**src/design/brei_pkg.sv**
```systemverilog
// Shared constants for the boot ROM, serial EEPROM and strap interface.
// Assumes a single 20 MHz clock and a 32-bit APB register port.

package brei_pkg;

  // ----------------------------------------------------------------
  // Timing
  // ----------------------------------------------------------------
  localparam int          CLK_PERIOD_NS = 50;
  localparam int          RST_MIN_NS    = 800;
  localparam int          RST_MIN_CYC   = (RST_MIN_NS + CLK_PERIOD_NS - 1) / CLK_PERIOD_NS;
  localparam logic [4:0]  RST_CNT_LAST  = 5'(RST_MIN_CYC - 1);

  // ----------------------------------------------------------------
  // Register offsets and reset values
  // ----------------------------------------------------------------
  localparam logic [11:0] REG_CFG0      = 12'h000;
  localparam logic [11:0] REG_STRAP     = 12'h004;
  localparam logic [11:0] REG_PAGE      = 12'h008;
  localparam logic [11:0] REG_EECTL     = 12'h00C;
  localparam logic [11:0] REG_CTRL      = 12'h010;
  localparam logic [11:0] REG_EFF       = 12'h014;
  localparam logic [31:0] CTRL_RESET    = 32'h0000000C;
  localparam logic [7:0]  PAGE_RESET    = 8'h00;
  localparam logic [2:0]  EECTL_RESET   = 3'h0;
  localparam logic [15:0] STRAP_RESET   = 16'h0000;

  // ----------------------------------------------------------------
  // Field positions
  // ----------------------------------------------------------------
  localparam int          CFG0_JUMPER   = 0;
  localparam int          CFG0_AUTOCFG  = 1;
  localparam int          CFG0_VALID    = 2;
  localparam int          CFG0_AUI      = 5;
  localparam int          EE_SEL        = 0;
  localparam int          EE_CLK        = 1;
  localparam int          EE_OUT        = 2;
  localparam int          EE_IN         = 3;
  localparam int          CTRL_PAGE     = 0;
  localparam int          CTRL_FLASH    = 1;
  localparam int          CTRL_CFG_LSB  = 2;
  localparam int          CTRL_AUTOCFG  = 16;
  localparam int          ST_ROM_LSB    = 0;
  localparam int          ST_MED_LSB    = 9;
  localparam int          ST_FORCE      = 14;
  localparam int          ST_JUMPER     = 15;
  localparam int          BD_EE_CLK     = 5;
  localparam int          BD_EE_OUT     = 6;
  localparam int          BD_EE_IN      = 7;

  // ----------------------------------------------------------------
  // Encodings
  // ----------------------------------------------------------------
  localparam logic [1:0]  SZ_16K        = 2'h0;
  localparam logic [1:0]  SZ_32K        = 2'h1;
  localparam logic [1:0]  SZ_64K        = 2'h2;
  localparam logic [1:0]  MED_COAX      = 2'h2;

  // Size in bits [1:0], base index in bits [4:2]; base is 0xC0000 plus index * 32K.
  function automatic logic rom_match(input logic [5:0] sa_hi, input logic [4:0] fld);
    logic [5:0] base;
    logic [5:0] mask;
    base = {2'h3, fld[4:2], 1'b0};
    mask = (fld[1:0] == SZ_16K) ? 6'h3F : (fld[1:0] == SZ_32K) ? 6'h3E : 6'h3C;
    return (fld[1:0] != 2'h3) && ((sa_hi & mask) == (base & mask));
  endfunction : rom_match

endpackage : brei_pkg

```
**src/design/brei_rst_filter.sv**
```systemverilog
// Glitch filter for the ISA bus reset.
// Assumes the ISA reset level is synchronous to mclk.
`timescale 1ns/100ps

module brei_rst_filter
  import brei_pkg::*;
(
  input  wire logic mclk,
  input  wire logic nrst,
  input  wire logic isa_reset,
  output logic      active_q,
  output logic      fall
);

  logic [4:0] cnt_q;

  always_ff @(posedge mclk or negedge nrst) begin
    if (!nrst) begin
      cnt_q <= 5'h00;
    end else if (!isa_reset) begin
      cnt_q <= 5'h00;
    end else if (cnt_q != RST_CNT_LAST) begin
      cnt_q <= cnt_q + 5'h01;
    end
  end

  // Short pulses never reach the active level and so never relatch straps.
  always_ff @(posedge mclk or negedge nrst) begin
    if (!nrst) begin
      active_q <= 1'b0;
    end else begin
      active_q <= isa_reset && (active_q || cnt_q == RST_CNT_LAST);
    end
  end

  assign fall = active_q && !isa_reset;
endmodule : brei_rst_filter

```
**src/design/brei_rom_addr.sv**
```systemverilog
// ROM page address generator with first-read drive gating.
// Assumes drv_en is low until the straps have been captured.
`timescale 1ns/100ps

module brei_rom_addr
  import brei_pkg::*;
(
  input  wire logic       mclk,
  input  wire logic       nrst,
  input  wire logic       drv_en,
  input  wire logic       page_mode,
  input  wire logic [7:0] page_reg,
  input  wire logic [1:0] rom_size,
  input  wire logic [1:0] sa_lo,
  input  wire logic       mem_read_n,
  output logic      [7:0] addr_q,
  output logic      [7:0] oe
);

  logic rd_prev_q;
  logic addr_en_q;

  always_ff @(posedge mclk or negedge nrst) begin
    if (!nrst) begin
      rd_prev_q <= 1'b1;
      addr_en_q <= 1'b0;
    end else begin
      rd_prev_q <= mem_read_n;
      if (!drv_en) begin
        addr_en_q <= 1'b0;
      end else if (rd_prev_q && !mem_read_n) begin
        addr_en_q <= 1'b1;
      end
    end
  end

  always_ff @(posedge mclk or negedge nrst) begin
    if (!nrst) begin
      addr_q <= 8'hFF;
    end else if (page_mode) begin
      addr_q <= page_reg;
    end else begin
      unique case (rom_size)
        SZ_32K:  addr_q <= {6'h00, 1'b1, sa_lo[0]};
        SZ_64K:  addr_q <= {6'h00, sa_lo};
        default: addr_q <= 8'h03;
      endcase
    end
  end

  // In normal mode the upper six lines are not used and stay undriven.
  assign oe = !(drv_en && addr_en_q) ? 8'h00 : (page_mode ? 8'hFF : 8'h03);

endmodule : brei_rom_addr

```
**src/design/brei_top.sv**
```systemverilog
// Boot ROM select, ROM page address, serial EEPROM pins and strap capture.
// Assumes ISA strobes and straps are synchronous to mclk and APB runs on mclk.
`timescale 1ns/100ps

module brei_top
  import brei_pkg::*;
(
  input  wire logic        mclk,
  input  wire logic        nrst,
  input  wire logic        psel,
  input  wire logic        penable,
  input  wire logic        pwrite,
  input  wire logic [11:0] paddr,
  input  wire logic [31:0] pwdata,
  output logic      [31:0] prdata,
  output logic             pready,
  output logic             pslverr,
  input  wire logic        isa_reset,
  input  wire logic [5:0]  isa_addr_hi,
  input  wire logic        mem_read_n,
  input  wire logic        mem_write_n,
  output logic             rom_select_n,
  output logic             eeprom_select,
  input  wire logic [7:0]  rom_page_address_in,
  output logic      [7:0]  rom_page_address_out,
  output logic      [7:0]  rom_page_address_oe,
  input  wire logic [7:0]  rom_data_bus_in,
  output logic      [7:0]  rom_data_bus_out,
  output logic      [7:0]  rom_data_bus_oe,
  input  wire logic        jumper_mode_strap,
  input  wire logic        aui_detect,
  output logic             coax_medium_indicator
);

  // ----------------------------------------------------------------
  // Declarations
  // ----------------------------------------------------------------
  logic        rst_active;
  logic        rst_fall;
  logic [15:0] strap_smp_q;
  logic [15:0] strap_q;
  logic        strap_valid_q;
  logic        drv_en;
  logic [7:0]  page_q;
  logic [2:0]  ee_q;
  logic [31:0] ctrl_q;
  logic [31:0] prdata_q;
  logic        coax_q;
  logic        jumper;
  logic        autocfg;
  logic [13:0] eff_cfg;
  logic        rom_hit;
  logic        acc_wr;
  logic        addr_ok;
  logic [31:0] rd_mux;
  logic [15:0] pin_straps;
  logic        eeprom_serial_clock;
  logic        eeprom_serial_out;
  logic        eeprom_serial_in;

  // ----------------------------------------------------------------
  // Reset filter and strap capture
  // ----------------------------------------------------------------
  brei_rst_filter u_rst (
    .mclk      (mclk),
    .nrst      (nrst),
    .isa_reset (isa_reset),
    .active_q  (rst_active),
    .fall      (rst_fall)
  );

  // Strap pins are scattered over both shared buses; gather them into one field layout.
  assign pin_straps = {jumper_mode_strap, rom_page_address_in[7],
                       rom_data_bus_in[4], rom_data_bus_in[5], rom_data_bus_in[6],
                       rom_data_bus_in[7], rom_page_address_in[0],
                       rom_data_bus_in[0], rom_data_bus_in[1], rom_data_bus_in[2],
                       rom_data_bus_in[3],
                       rom_page_address_in[2], rom_page_address_in[3],
                       rom_page_address_in[4], rom_page_address_in[5],
                       rom_page_address_in[6]};

  // The sample taken on the last high cycle is the level at the falling edge.
  always_ff @(posedge mclk or negedge nrst) begin
    if (!nrst) begin
      strap_smp_q <= STRAP_RESET;
    end else if (isa_reset) begin
      strap_smp_q <= pin_straps;
    end
  end

  always_ff @(posedge mclk or negedge nrst) begin
    if (!nrst) begin
      strap_q       <= STRAP_RESET;
      strap_valid_q <= 1'b0;
    end else if (rst_fall) begin
      strap_q       <= strap_smp_q;
      strap_valid_q <= 1'b1;
    end else if (rst_active) begin
      strap_valid_q <= 1'b0;
    end
  end

  // Drivers also stay off during an unaccepted pulse, so strap resistors are never fought.
  assign drv_en = strap_valid_q && !rst_active && !isa_reset;

  // ----------------------------------------------------------------
  // Effective configuration
  // ----------------------------------------------------------------
  assign jumper  = strap_q[ST_JUMPER];
  assign autocfg = !jumper && (strap_q[ST_FORCE] || ctrl_q[CTRL_AUTOCFG]);
  assign eff_cfg = jumper ? strap_q[13:0] : ctrl_q[CTRL_CFG_LSB +: 14];

  // ----------------------------------------------------------------
  // Boot ROM select and page address
  // ----------------------------------------------------------------
  assign rom_hit = rom_match(isa_addr_hi, eff_cfg[ST_ROM_LSB +: 5]);

  always_comb begin
    rom_select_n = 1'b1;
    if (drv_en && rom_hit && !mem_read_n) begin
      rom_select_n = 1'b0;
    end else if (drv_en && rom_hit && !mem_write_n && ctrl_q[CTRL_FLASH]) begin
      rom_select_n = 1'b0;
    end
  end

  brei_rom_addr u_addr (
    .mclk       (mclk),
    .nrst       (nrst),
    .drv_en     (drv_en),
    .page_mode  (ctrl_q[CTRL_PAGE]),
    .page_reg   (page_q),
    .rom_size   (eff_cfg[ST_ROM_LSB +: 2]),
    .sa_lo      (isa_addr_hi[1:0]),
    .mem_read_n (mem_read_n),
    .addr_q     (rom_page_address_out),
    .oe         (rom_page_address_oe)
  );

  // ----------------------------------------------------------------
  // Serial EEPROM pins
  // ----------------------------------------------------------------
  // Software bit-bangs the serial protocol; clock and data change only on its writes or when an accepted ISA reset clears them.
  assign eeprom_select       = ee_q[EE_SEL];
  assign eeprom_serial_clock = ee_q[EE_CLK];
  assign eeprom_serial_out   = ee_q[EE_OUT];
  assign eeprom_serial_in    = rom_data_bus_in[BD_EE_IN];

  always_comb begin
    rom_data_bus_out            = 8'h00;
    rom_data_bus_oe             = 8'h00;
    rom_data_bus_out[BD_EE_CLK] = eeprom_serial_clock;
    rom_data_bus_out[BD_EE_OUT] = eeprom_serial_out;
    rom_data_bus_oe[BD_EE_CLK]  = drv_en && ee_q[EE_SEL];
    rom_data_bus_oe[BD_EE_OUT]  = drv_en && ee_q[EE_SEL];
  end

  // ----------------------------------------------------------------
  // Medium indicator
  // ----------------------------------------------------------------
  always_ff @(posedge mclk or negedge nrst) begin
    if (!nrst) begin
      coax_q <= 1'b0;
    end else begin
      coax_q <= !aui_detect && eff_cfg[ST_MED_LSB +: 2] == MED_COAX;
    end
  end

  assign coax_medium_indicator = coax_q;

  // ----------------------------------------------------------------
  // APB slave
  // ----------------------------------------------------------------
  assign addr_ok = paddr[1:0] == 2'h0 && paddr <= REG_EFF;
  assign acc_wr  = psel && penable && pwrite && addr_ok;
  assign pready  = 1'b1;
  assign pslverr = psel && penable && !addr_ok;
  assign prdata  = prdata_q;

  always_ff @(posedge mclk or negedge nrst) begin
    if (!nrst) begin
      page_q <= PAGE_RESET;
      ctrl_q <= CTRL_RESET;
    end else if (acc_wr && paddr == REG_PAGE) begin
      page_q <= pwdata[7:0];
    end else if (acc_wr && paddr == REG_CTRL) begin
      ctrl_q <= {15'h0000, pwdata[16:0]};
    end
  end

  // An accepted ISA reset ends any EEPROM access in progress.
  always_ff @(posedge mclk or negedge nrst) begin
    if (!nrst) begin
      ee_q <= EECTL_RESET;
    end else if (rst_active) begin
      ee_q <= EECTL_RESET;
    end else if (acc_wr && paddr == REG_EECTL) begin
      ee_q <= pwdata[2:0];
    end
  end

  always_comb begin
    rd_mux = 32'h00000000;
    unique case (paddr)
      REG_CFG0: begin
        rd_mux[CFG0_JUMPER]  = jumper;
        rd_mux[CFG0_AUTOCFG] = autocfg;
        rd_mux[CFG0_VALID]   = strap_valid_q;
        rd_mux[CFG0_AUI]     = aui_detect;
      end
      REG_STRAP: rd_mux = {16'h0000, strap_q};
      REG_PAGE:  rd_mux = {24'h000000, page_q};
      REG_EECTL: rd_mux = {28'h0000000, eeprom_serial_in, ee_q};
      REG_CTRL:  rd_mux = ctrl_q;
      REG_EFF:   rd_mux = {18'h00000, eff_cfg};
      default:   rd_mux = 32'h00000000;
    endcase
  end

  // Read data is fetched in the setup cycle so that it comes from a flop with no wait.
  always_ff @(posedge mclk or negedge nrst) begin
    if (!nrst) begin
      prdata_q <= 32'h00000000;
    end else if (psel && !penable && !pwrite) begin
      prdata_q <= rd_mux;
    end
  end
endmodule : brei_top

```
**config.mk**
```make
export PLATFORM = sky130hd
export DESIGN_NAME = brei_top
export DESIGN_NICKNAME = d
export VERILOG_FILES = /design/src/design/brei_pkg.sv /design/src/design/brei_rst_filter.sv /design/src/design/brei_rom_addr.sv /design/src/design/brei_top.sv
export SDC_FILE = /design/constraint.sdc
export NUM_CORES = 1
export LEC_CHECK = 0
export ABC_AREA = 1
export BUFFER_PORTS_ARGS = -buffer_cell sky130_fd_sc_hd__buf_4
export CAP_MARGIN = 30
export CORE_UTILIZATION = 30
export DETAILED_ROUTE_END_ITERATION = 12
export PLACE_DENSITY = 0.55
export REMOVE_ABC_BUFFERS = 1
export SLEW_MARGIN = 10
export SYNTH_ARGS = -nofsm -noshare
export SYNTH_HDL_FRONTEND = slang
export SYNTH_SLANG_ARGS = --single-unit
```
**constraint.sdc**
```tcl
create_clock -name mclk -period 1.6 [get_ports mclk]
set_input_delay 0 -clock mclk [delete_from_list [all_inputs] [get_ports mclk]]
set_output_delay 0 -clock mclk [all_outputs]
set_load 0.02 [all_outputs]
```
==> results.json <==
{
  "status": "finished, violations left",
  "violations": "negative setup slack",
  "tightest_slew_ps": 501,
  "synth-simple-area-share": 0.291,
  "clock.fmax_mhz": 555,
  "synth_fa_ha_area_frac": 0.0145,
  "fin_area_um2": 6880,
  "numClockSinks": 95,
  "setup_slack_ps": -203,
  "synth_top_family_by_area": "simple AND/OR/NAND/NOR gates",
  "core_area_um2": 16800,
  "routabilityCongestion": 0.840,
  "synth_compound_area_frac": 0.0971,
  "avgSynthCellArea_um2": 7.88,
  "grt_overflow": 0,
  "num_rows": 47,
  "grt_max_degree": 37,
  "peakVddDrop_uv": 492,
  "die_h_um": 134,
  "post_drt_wl_per_cell_um": 13.1,
  "final_max_slew_viol_count": 0,
  "cts_tree": "done",
  "grt_use_total": 0.157,
  "final_cell_mix": "213 x nand2_1, 119 x buf_4, 82 x dfrtp_1, 70 x inv_1, 40 x nand3_1",
  "dp_hpwl_mm": 9.82,
  "max-cap-violations": 0,
  "async_flop_share": 1.00,
  "ant_nets": 0,
  "path_cells": "nand2_2 > nand2_4 > inv_2 > ha_2 > nand2_1 > nand4_1 > nor3_2 > o21ai_1 > buf_4",
  "critPathArrivalTime_ps": 1800,
  "antenna_found_initial": 0,
  "die_width_um": 134,
  "synth_enable_flop_cells": 0,
  "clk-insertion-delay-late_ps": 350,
  "setup_viol": 1,
  "n_antenna_cell": 0,
  "numCtsBuffers": 9,
  "fin_crit_sh": 1.13,
  "dieArea_um2": 17800,
  "ys_types": 39,
  "worstPathMaxFanout": 4,
  "cp-end-kind": "output port",
  "placed_cell_area_um2": 6110,
  "drt_iter0_markers": 287,
  "period_minus_slack_ps": 1800,
  "synth.area.mux_share": 0,
  "dpl_worst_slack_ps": -26.9,
  "drive_above_1_share": 0.278,
  "synth-main-ff-cell": "dfrtp_1",
  "final_nets": 885,
  "portBuffers": 100,
  "start_kind": "register",
  "timing.hold.ws_ps": 71.6,
  "total_power_mw": 5.38,
  "syn2layout_area_growth_pct": 32.4,
  "grt_pass1_vias": 4205,
  "drt_wl_total_mm": 13.5,
  "synth-seq-cells": 95,
  "fin_skew_ps": 7.16,
  "routed-via-count": 4416,
  "slowest_delay_ps": 550,
  "remaining_drc_errors": 0,
  "h-tree-depth": 3,
  "vias_per_cell": 4.30,
  "clk_pin_slew_worst_paths_ps": 70,
  "path_buf_inv": 2,
  "yosys_warnings": 0,
  "rsz0062_at_grt": "true",
  "hold_violations": 0,
  "fin_util": 0.410,
  "cp_top_family": "flip-flops",
  "synth_xor_area_frac": 0.00506,
  "required_ps": 1600,
  "p_leak_nw": 3.57,
  "syn_inst": 659,
  "synth_area_um2": 5190,
  "layout_commonest_cell": "nand2_1",
  "hp-class": "in2reg",
  "path_class": "reg2out",
  "maxSlewHeadroom": 0.665,
  "dr.pass1.iters": 4,
  "synth-seq-area-share": 0.460,
  "cts_buffer_depth": 2,
  "initial_core_util": 0.310,
  "cts-root-buf": "clkbuf_16",
  "power_density_nw_per_um2": 782,
  "io_pins": 145,
  "grt_pass1_wl_mm": 21.6,
  "crit_path_top_delay_cell": "dfstp_2"
}
## synth_stat cells (all sizes together), types with 2 or more instances
library cell	n	area share
a21oi	9	0.0087
a31oi	2	0.0024
buf	45	0.065
clkbuf	10	0.0072
conb	2	0.0014
dfrtp	84	0.40
dfstp	11	0.056
ha	6	0.014
inv	78	0.057
nand2	235	0.18
nand3	42	0.042
nand4	7	0.014
nor2	42	0.037
nor3	10	0.015
o21ai	66	0.082
o31ai	2	0.0029
xor2	2	0.0034
## what timing repair did
action                                  CTS  global route
pin swaps                                 7             8
hold buffers                             39             0
hold endpoints to repair                127             0
endpoints found under the setup margin    1            12
buffers inserted                          4             2
resized for setup                         9            13
## final timing paths
kind	slack, ps	start	depth (start not counted)	end
worst min register to register	480	prdata[13]	2	prdata[13]
min in group asynchronous	150	nrst	2	prdata[9]
max in group asynchronous	780	nrst	3	u_addr.addr_q[4]
worst max register to register	130	u_rst.cnt_q[0]	7	u_rst.cnt_q[2]
worst max-delay path	-200	ctrl_q[2]	9	rom_select_n
worst min-delay path	70	penable	5	prdata[3]
## cell families (layout without fill, tap and decap cells)
kind of cell / after synthesis / in the layout
buf+inv: 134 / 257
fa+ha+maj: 6 / 6
compound gates: 80 / 80
other cells: 2 / 28
flops: 95 / 95
xor+xnor: 3 / 3
simple gates: 339 / 339
## stage by stage
| stage | cells | setup TNS [ps] |
|---|---|---|
| 6_report | 1028 | -203 |
| 3_3_place_gp | 967 | 0 |
| 3_5_place_dp | 967 | -26.9 |
| 5_1_grt | 1028 | -316 |
| 2_1_floorplan | 630 | -9270 |
| 4_1_cts | 1026 | -288 |
## tightest hold or removal path, stage by stage
cell and delay [ps]:
buf_4 100, nor3_4 40, clkinv_1 130, nand2_1 70
nand2_1 50
## power by group
part	switching [mW]	total, mW	internal (mW)
sequential	0.0785	2.59	2.51
clock	0.887	2.07	1.18
combinational	0.412	0.716	0.304
total	1.38	5.38	4.00
## sequential cells by signal, indices dropped and copies added, names as in the netlist, 3 cells and up
name,cells
ctrl_q,17
prdata,17
strap_q,16
strap_smp_q,16
page_q,8
u_addr.addr_q,8
u_rst.cnt_q,5
ee_q,3
## final cells by class
class / instances / area (um^2)
Inverter: 79 / 299
Tap cell: 220 / 275
Timing Repair Buffer: 162 / 1360
Clock buffer: 14 / 274
Clock inverter: 2 / 13.8
Multi-Input combinational cell: 456 / 2270
Sequential cell: 95 / 2390
Fill cell: 1720 / 9880
## layer usage
metal / up-vias / wire [um] / track usage / share of wire
li1: 2290 / - / - / -
met1: 2006 / 6620 / 0.221 / 0.49
met2: 112 / 6120 / 0.238 / 0.45
met3: 8 / 612 / 0.0304 / 0.045
met4: 0 / 131 / 0.0562 / 0.0097
met5: - / 0 / 0 / 0
Power figures use the tool's default switching activity.
